==> src/readout_pkg.sv <==
// Shared constants and carriers for the result readout port
package readout_pkg;

    localparam int RES_W = 10;
    localparam int UPPER_W = 8;
    localparam int LOWER_W = 2;
    localparam int UPPER_LSB = 2;
    localparam int LOWER_MSB = 1;
    localparam int CLK_MHZ = 50;
    localparam int CLK_NS = 1000 / CLK_MHZ;
    localparam int LSB_SETTLE_NS = 500;
    localparam int SETTLE_CYC = (LSB_SETTLE_NS + CLK_NS - 1) / CLK_NS;
    localparam int RESET_RESULT = 0;
    localparam int FIFO_DEPTH = 32;

    typedef struct packed {
        logic [RES_W-1:0] code;
    } result_t;

    typedef struct packed {
        logic [UPPER_W-1:0] data;
        logic oe;
    } upper_bus_t;

    typedef struct packed {
        logic [LOWER_W-1:0] data;
        logic oe;
    } lower_bus_t;

    typedef enum logic [2:0] {
        ST_IDLE = 3'b001,
        ST_BUSY = 3'b010,
        ST_SETTLE = 3'b100
    } conv_state_t;

endpackage

==> src/result_fifo.sv <==
// Synchronous FIFO with valid and ready on both sides
`timescale 1ns/100ps
module result_fifo
#(
    parameter int WIDTH = 10,
    parameter int DEPTH = 32
)
(
    // Clock and reset
    input wire logic clk,
    input wire logic nrst,
    // Fill side
    input wire logic in_valid,
    output logic in_ready,
    input wire logic [WIDTH-1:0] in_data,
    // Drain side
    output logic out_valid,
    input wire logic out_ready,
    output logic [WIDTH-1:0] out_data
);
    localparam int AW = $clog2(DEPTH);

    logic [WIDTH-1:0] mem_q [DEPTH];
    logic [WIDTH-1:0] mem_d [DEPTH];
    logic [AW-1:0] wr_q, wr_d, rd_q, rd_d;
    logic [AW:0] cnt_q, cnt_d;
    logic push, pop;

    always_comb
    begin
        push = in_valid && in_ready;
        pop = out_valid && out_ready;
        wr_d = wr_q;
        rd_d = rd_q;
        cnt_d = cnt_q;
        mem_d = mem_q;
        if (push)
        begin
            mem_d[wr_q] = in_data;
            wr_d = (wr_q == AW'(DEPTH - 1)) ? '0 : wr_q + 1'b1;
        end
        if (pop)
        begin
            rd_d = (rd_q == AW'(DEPTH - 1)) ? '0 : rd_q + 1'b1;
        end
        if (push && !pop)
        begin
            cnt_d = cnt_q + 1'b1;
        end
        else if (pop && !push)
        begin
            cnt_d = cnt_q - 1'b1;
        end
    end

    always_ff @(posedge clk or negedge nrst)
    begin
        if (!nrst)
        begin
            wr_q <= '0;
            rd_q <= '0;
            cnt_q <= '0;
            for (int i = 0; i < DEPTH; i++)
            begin
                mem_q[i] <= '0;
            end
        end
        else
        begin
            wr_q <= wr_d;
            rd_q <= rd_d;
            cnt_q <= cnt_d;
            mem_q <= mem_d;
        end
    end

    assign in_ready = (cnt_q != (AW+1)'(DEPTH));
    assign out_valid = (cnt_q != '0);
    assign out_data = mem_q[rd_q];
endmodule

==> src/adc_result_readout_port.sv <==
// Readout port of a 10-bit converter: three-state result byte groups
`timescale 1ns/100ps
module adc_result_readout_port
    import readout_pkg::*;
#(
    parameter int SETTLE_CYCLES = readout_pkg::SETTLE_CYC,
    parameter int DEPTH = readout_pkg::FIFO_DEPTH
)
(
    // Clock and reset
    input wire logic clk,
    input wire logic nrst,
    // Converter core side
    input wire logic start_pulse,
    input wire logic core_valid,
    output logic core_ready,
    input wire logic [readout_pkg::RES_W-1:0] core_code,
    // Stand-alone strap: pending drives both enables
    input wire logic standalone,
    // Host enables
    input wire logic upper_byte_enable_n,
    input wire logic lower_bits_enable_n,
    // Pins
    output logic conversion_pending_n,
    output readout_pkg::upper_bus_t result_upper_lines,
    output readout_pkg::lower_bus_t result_lower_lines
);
    import readout_pkg::*;

    localparam int CW = $clog2(SETTLE_CYCLES + 1);

    // ----------------------------------------------------------------
    // Result buffering
    // ----------------------------------------------------------------
    logic fifo_valid, fifo_pop;
    logic [RES_W-1:0] fifo_data;

    // Back-pressure: a full FIFO stalls the core's result stream
    result_fifo #(.WIDTH(RES_W), .DEPTH(DEPTH)) u_fifo (
        .clk(clk),
        .nrst(nrst),
        .in_valid(core_valid),
        .in_ready(core_ready),
        .in_data(core_code),
        .out_valid(fifo_valid),
        .out_ready(fifo_pop),
        .out_data(fifo_data)
    );

    // ----------------------------------------------------------------
    // Conversion sequencing
    // ----------------------------------------------------------------
    conv_state_t st_q, st_d;
    result_t res_q, res_d;
    logic start_q, start_d;
    logic pend_n_q, pend_n_d;
    logic [CW-1:0] cnt_q, cnt_d;
    logic settled_q, settled_d;
    logic start_rise, start_fall;

    always_comb
    begin
        start_d = start_pulse;
        start_rise = start_pulse && !start_q;
        start_fall = !start_pulse && start_q;
        st_d = st_q;
        res_d = res_q;
        pend_n_d = pend_n_q;
        cnt_d = cnt_q;
        settled_d = settled_q;
        fifo_pop = 1'b0;
        if (start_rise)
        begin
            // Previous result is discarded before a new one is taken
            res_d.code = RES_W'(RESET_RESULT);
            pend_n_d = 1'b1;
            settled_d = 1'b0;
            st_d = ST_IDLE;
        end
        else
        begin
            unique case (st_q)
                ST_IDLE:
                begin
                    if (start_fall && pend_n_q)
                    begin
                        st_d = ST_BUSY;
                    end
                end
                ST_BUSY:
                begin
                    if (fifo_valid)
                    begin
                        fifo_pop = 1'b1;
                        res_d.code = fifo_data;
                        pend_n_d = 1'b0;
                        cnt_d = '0;
                        st_d = ST_SETTLE;
                    end
                end
                ST_SETTLE:
                begin
                    // Low bit still rippling: hold stand-alone drivers off
                    if (cnt_q == CW'(SETTLE_CYCLES - 1))
                    begin
                        settled_d = 1'b1;
                        st_d = ST_IDLE;
                    end
                    else
                    begin
                        cnt_d = cnt_q + 1'b1;
                    end
                end
            endcase
        end
    end

    always_ff @(posedge clk or negedge nrst)
    begin
        if (!nrst)
        begin
            st_q <= ST_IDLE;
            res_q <= '0;
            start_q <= 1'b0;
            pend_n_q <= 1'b0;
            cnt_q <= '0;
            settled_q <= 1'b0;
        end
        else
        begin
            st_q <= st_d;
            res_q <= res_d;
            start_q <= start_d;
            pend_n_q <= pend_n_d;
            cnt_q <= cnt_d;
            settled_q <= settled_d;
        end
    end

    // ----------------------------------------------------------------
    // Three-state output groups
    // ----------------------------------------------------------------
    upper_bus_t up_q, up_d;
    lower_bus_t lo_q, lo_d;
    logic en_up, en_lo;

    always_comb
    begin
        // Stand-alone ties both enables to pending, gated by settling
        en_up = standalone ? (!pend_n_d && settled_d)
                           : !upper_byte_enable_n;
        en_lo = standalone ? (!pend_n_d && settled_d)
                           : !lower_bits_enable_n;
        // Fixed left-justified split, no alignment option exists
        up_d.data = res_d.code[RES_W-1:UPPER_LSB];
        up_d.oe = en_up;
        // Lower group is independent; the host places it on bus bits 7..6
        lo_d.data = res_d.code[LOWER_MSB:0];
        lo_d.oe = en_lo;
    end

    always_ff @(posedge clk or negedge nrst)
    begin
        if (!nrst)
        begin
            up_q <= '0;
            lo_q <= '0;
        end
        else
        begin
            up_q <= up_d;
            lo_q <= lo_d;
        end
    end

    // Only the two lower lines exist, so the other six low-byte bits
    // are whatever the bus floats to and nothing here reads them
    assign result_upper_lines = up_q;
    assign result_lower_lines = lo_q;
    assign conversion_pending_n = pend_n_q;
endmodule

==> config.mk <==
export PLATFORM = sky130hd
export DESIGN_NAME = adc_result_readout_port
export DESIGN_NICKNAME = d
export VERILOG_FILES = /design/src/readout_pkg.sv /design/src/result_fifo.sv /design/src/adc_result_readout_port.sv
export SDC_FILE = /design/constraint.sdc
export NUM_CORES = 1
export LEC_CHECK = 0
export BUFFER_PORTS_ARGS = -buffer_cell sky130_fd_sc_hd__buf_2
export CAP_MARGIN = 30
export CORE_UTILIZATION = 35
export DETAILED_ROUTE_END_ITERATION = 7
export PLACE_DENSITY_LB_ADDON = 0.15
export SETUP_SLACK_MARGIN = 0.1
export SLEW_MARGIN = 20
export SYNTH_ARGS = -nofsm -noshare
export SYNTH_HDL_FRONTEND = slang
export SYNTH_SLANG_ARGS = --single-unit
==> constraint.sdc <==
create_clock -name clk -period 4.76 [get_ports clk]
set_input_delay 0.238 -clock clk [delete_from_list [all_inputs] [get_ports clk]]
set_output_delay 0.238 -clock clk [all_outputs]
set_load 0.01 [all_outputs]
==> impl_metrics.sql <==
INSERT INTO impl_metrics (metric_group, metric, value, unit) VALUES
('grt', 'globalRouteMet3Util', '3.62', '%'),
('cts', 'post_cts_resize_count', '0', ''),
('synth', 'synth_top_area_share', '53.7', '%'),
('floorplanning', 'fp-row-count', '79', ''),
('synth', 'synth-edff-count', '0', ''),
('sta', 'report.final.slew_viol_count', '0', ''),
('hold_path', 'worstHoldStart', 'core_valid', ''),
('cts', 'clock_latency', '570', 'ps'),
('worst_setup_path', 'path_max_fanout', '17', ''),
('layout', 'syn_to_final_growth', '13.4', '%'),
('worst_setup_path', 'cp-start-kind', 'register', ''),
('worst_setup_path', 'setup.worst_path.end_class', 'register', ''),
('sta', 'hold_ws', '93.8', 'ps'),
('routing', 'routed_via_density', '5.35', ''),
('placement', 'port_buffers', '30', ''),
('sta', 'report.final.hold_viol_count', '0', ''),
('cts', 'clk_transition_reported_paths', '60', 'ps'),
('cts', 'tritoncts', 'yes', ''),
('routing', 'route.antenna.remaining_nets', '0', ''),
('routing', 'drt_wl_total', '42800', 'um'),
('worst_setup_path', 'reg2regPathDepth', '12', ''),
('routing', 'drt_pass1_iterations', '7', ''),
('sta', 'worst-slew-pin-transition', '929', 'ps'),
('pwr', 'p_leak', '8.64', 'nW'),
('worst_setup_path', 'reg2reg_from', 'u_fifo.cnt_q[1]', ''),
('worst_setup_path', 'timing.setup.critical_path_class', 'reg -> reg', ''),
('pwr', 'power_density_over_cell_area', '660', 'mW/mm2'),
('routing', 'post-route-drc-count', '4', ''),
('worst_setup_path', 'cp_common_cell', 'sky130_fd_sc_hd__ha_1', ''),
('synth', 'ys.flop_type', 'sky130_fd_sc_hd__dfrtp_1', ''),
('grt', 'grt_max_degree', '129', ''),
('worst_setup_path', 'timing.critical_path.slowest_cell_delay', '580', 'ps'),
('placement', 'hpwl', '25700', 'um'),
('floorplanning', 'placeableCoreArea', '0.0468', 'mm2'),
('cts', 'cts.htree.levels', '2', ''),
('routing', 'drt_first_iter_violations', '606', ''),
('floorplanning', 'ios', '31', ''),
('cts', 'post_cts_buffers', '0', ''),
('worst_setup_path', 'reg2reg_to', 'u_fifo.cnt_q[5]', ''),
('worst_setup_path', 'cp.depth', '12', ''),
('placement', 'dp_cells', '1811', ''),
('cts', 'cts.root.buffer_cell', 'sky130_fd_sc_hd__clkbuf_16', ''),
('sta', 'slew_headroom', '38.0', '%'),
('worst_setup_path', 'crit_path_leading_delay_family', 'compound AO/OA/AOI/OAI gates', ''),
('cts', 'sink_count', '359', ''),
('pwr', 'totalPowerFinal', '12.5', 'mW'),
('grt', 'gr-usage-all-layers', '18.3', '%'),
('floorplanning', 'die_height', '220', 'um'),
('floorplanning', 'die_width', '220', 'um'),
('sta', 'maxClockFrequency', '246', 'MHz'),
('cts', 'cts.path.max_buffers', '3', ''),
('synth', 'fraction_of_registers_with_async_set_reset', '100', '%'),
('synth', 'netlist_top_cells_area', 'sky130_fd_sc_hd__dfrtp_1, sky130_fd_sc_hd__mux2_2, sky130_fd_sc_hd__mux2i_1', ''),
('cts', 'cts_buffers', '42', ''),
('synth', 'ys_seq_area_share', '53.9', '%'),
('worst_setup_path', 'cp_cell_sequence', 'or4_1, o311ai_2, nor2_1, clkinv_1, ha_1, inv_1, ha_1, a21oi_1, a21boi_0, o21a_1, o2111ai_1, o311ai_0', ''),
('hold_path', 'holdCritPathClass', 'in -> reg', ''),
('grt', 'use_met1', '26.2', '%'),
('routing', 'via_count', '10100', ''),
('layout', 'stdcell_count', '1894', ''),
('synth', 'syn_nets', '1269', ''),
('sta', 'grt_setup_unrepaired', 'false', ''),
('status', 'status', 'complete, but fails checks', ''),
('cts', 'cts_hold_repair.buffers', '6', ''),
('worst_setup_path', 'cp.arrival', '4480', 'ps'),
('layout', 'final_stage_net_count', '1288', ''),
('grt', 'globalRouteMet2Util', '28.4', '%'),
('status', 'violations_in_the_final_reports', 'design-rule violations', ''),
('worst_setup_path', 'timing.reg2reg.setup_slack', '690', 'ps'),
('pwr', 'max-vdd-ir-drop', '0.264', 'mV'),
('routing', 'wire_per_inst', '22.6', 'um');
==> synthesized netlist by cell type (2+ instances only) <==
| master | n |
|---|---|
| sky130_fd_sc_hd__nor2_1 | 16 |
| sky130_fd_sc_hd__or2_2 | 2 |
| sky130_fd_sc_hd__nand3b_1 | 4 |
| sky130_fd_sc_hd__xor2_1 | 2 |
| sky130_fd_sc_hd__inv_1 | 15 |
| sky130_fd_sc_hd__o21a_1 | 3 |
| sky130_fd_sc_hd__nand2b_1 | 6 |
| sky130_fd_sc_hd__o2111ai_1 | 3 |
| sky130_fd_sc_hd__a22o_1 | 20 |
| sky130_fd_sc_hd__xnor2_1 | 3 |
| sky130_fd_sc_hd__buf_2 | 18 |
| sky130_fd_sc_hd__o41ai_1 | 11 |
| sky130_fd_sc_hd__nor2_2 | 28 |
| sky130_fd_sc_hd__and3_1 | 2 |
| sky130_fd_sc_hd__mux2_2 | 314 |
| sky130_fd_sc_hd__ha_1 | 15 |
| sky130_fd_sc_hd__nand3_1 | 8 |
| sky130_fd_sc_hd__mux2_1 | 8 |
| sky130_fd_sc_hd__o31ai_1 | 2 |
| sky130_fd_sc_hd__mux2i_1 | 161 |
| sky130_fd_sc_hd__buf_1 | 7 |
| sky130_fd_sc_hd__nor2b_1 | 2 |
| sky130_fd_sc_hd__clkbuf_1 | 55 |
| sky130_fd_sc_hd__nand4b_1 | 2 |
| sky130_fd_sc_hd__or3_1 | 4 |
| sky130_fd_sc_hd__or3b_2 | 2 |
| sky130_fd_sc_hd__o22ai_1 | 10 |
| sky130_fd_sc_hd__a221oi_1 | 20 |
| sky130_fd_sc_hd__dfrtp_1 | 358 |
| sky130_fd_sc_hd__nor3_1 | 5 |
| sky130_fd_sc_hd__a211oi_1 | 2 |
| sky130_fd_sc_hd__nand2_1 | 31 |
| sky130_fd_sc_hd__a22oi_1 | 40 |
| sky130_fd_sc_hd__nand3_4 | 4 |
| sky130_fd_sc_hd__o21ai_0 | 17 |
| sky130_fd_sc_hd__a21oi_1 | 24 |
| sky130_fd_sc_hd__a21o_1 | 3 |
==> worst max path at each step <==
stage / from / end / slack (ps)
2_1_floorplan: u_fifo.cnt_q[1] / u_fifo.cnt_q[5] / 1230
3_3_place_gp: u_fifo.cnt_q[1] / u_fifo.cnt_q[5] / 800
3_5_place_dp: u_fifo.cnt_q[1] / u_fifo.cnt_q[5] / 690
4_1_cts: u_fifo.cnt_q[1] / u_fifo.cnt_q[5] / 680
5_1_grt: u_fifo.cnt_q[1] / u_fifo.cnt_q[5] / 310
6_report: u_fifo.cnt_q[1] / u_fifo.cnt_q[5] / 690
==> kinds of logic (layout without fill, tap and decap cells) <==
group                      Yosys count  after routing  synth area share [%]
muxes                              483            483                  31.4
DFF                                359            359                  53.9
AOI/OAI and AO/OA                  159            159                  6.92
and+or+nand+nor                    118            118                  3.99
buffers and inverters               96            146                  2.30
adders and majority gates           16             16                  1.25
xor gates and xnor gates             5              5                 0.263
other                                0              1                     0
==> cell usage in the layout (no fill, tap or decap), types with 16 or more instances in the layout <==
master / netlist / routed
sky130_fd_sc_hd__mux2_2: 314 / 314
sky130_fd_sc_hd__a22oi_1: 40 / 40
sky130_fd_sc_hd__clkbuf_1: 55 / 17
sky130_fd_sc_hd__nand2_1: 31 / 31
sky130_fd_sc_hd__a22o_1: 20 / 20
sky130_fd_sc_hd__buf_2: 18 / 29
sky130_fd_sc_hd__a221oi_1: 20 / 20
sky130_fd_sc_hd__dfrtp_1: 358 / 357
sky130_fd_sc_hd__o21ai_0: 17 / 17
sky130_fd_sc_hd__clkbuf_16: 0 / 45
sky130_fd_sc_hd__mux2i_1: 161 / 161
sky130_fd_sc_hd__nor2_2: 28 / 28
sky130_fd_sc_hd__a21oi_1: 24 / 24
sky130_fd_sc_hd__buf_4: 0 / 16
==> worst reg2reg max path: stages, from the launching register on <==
cell and delay (ps):
sky130_fd_sc_hd__dfrtp_1 410, sky130_fd_sc_hd__or4_1 580, sky130_fd_sc_hd__o311ai_2 500, sky130_fd_sc_hd__nor2_1 250
sky130_fd_sc_hd__clkinv_1 360, sky130_fd_sc_hd__ha_1 380, sky130_fd_sc_hd__inv_1 190, sky130_fd_sc_hd__ha_1 340
sky130_fd_sc_hd__a21oi_1 170, sky130_fd_sc_hd__a21boi_0 180, sky130_fd_sc_hd__o21a_1 240, sky130_fd_sc_hd__o2111ai_1 180
sky130_fd_sc_hd__o311ai_0 150
==> metal layers <==
metal | part of all wire [%] | routed length (um)
met4 | 1.8 | 775
met2 | 45 | 19400
met5 | 0 | 0
met3 | 3.9 | 1670
met1 | 49 | 20900
==> registers in the layout, summed over array words and instances (netlist names) <==
signal	count
res_q	2
conversion_pending_n	1
result_upper_lines	8
u_fifo.mem_q	320
settled_q	1
u_fifo.rd_q	5
u_fifo.wr_q	5
u_fifo.cnt_q	6
st_q	3
result_lower_lines	2
cnt_q	5
start_q	1
==> stage by stage <==
step	setup WS [ps]	instance area (um2)
floorplan	1230	16700
global placement	803	17400
detailed placement	690	17500
CTS	679	18900
global route	309	18900
finish	689	18900
==> report_power, final <==
| group | internal (mW) | switching, mW | total (mW) |
|---|---|---|---|
| clock network | 1.92 | 1.26 | 3.18 |
| logic | 2.08 | 2.24 | 4.32 |
| registers | 4.25 | 0.730 | 4.98 |
==> final cells by class <==
class | count | area, um2 | share of cell area, %
diodes | 1 | 2.50 | 0.0132
clock inverters | 4 | 45.0 | 0.238
multi-input cells | 781 | 7330 | 38.8
flip-flops and latches | 359 | 8990 | 47.5
inverters | 16 | 60.1 | 0.318
clock buffers | 71 | 1310 | 6.95
repair buffers | 55 | 408 | 2.16
well taps | 607 | 759 | 4.02
(Power assumes the default switching activity.)
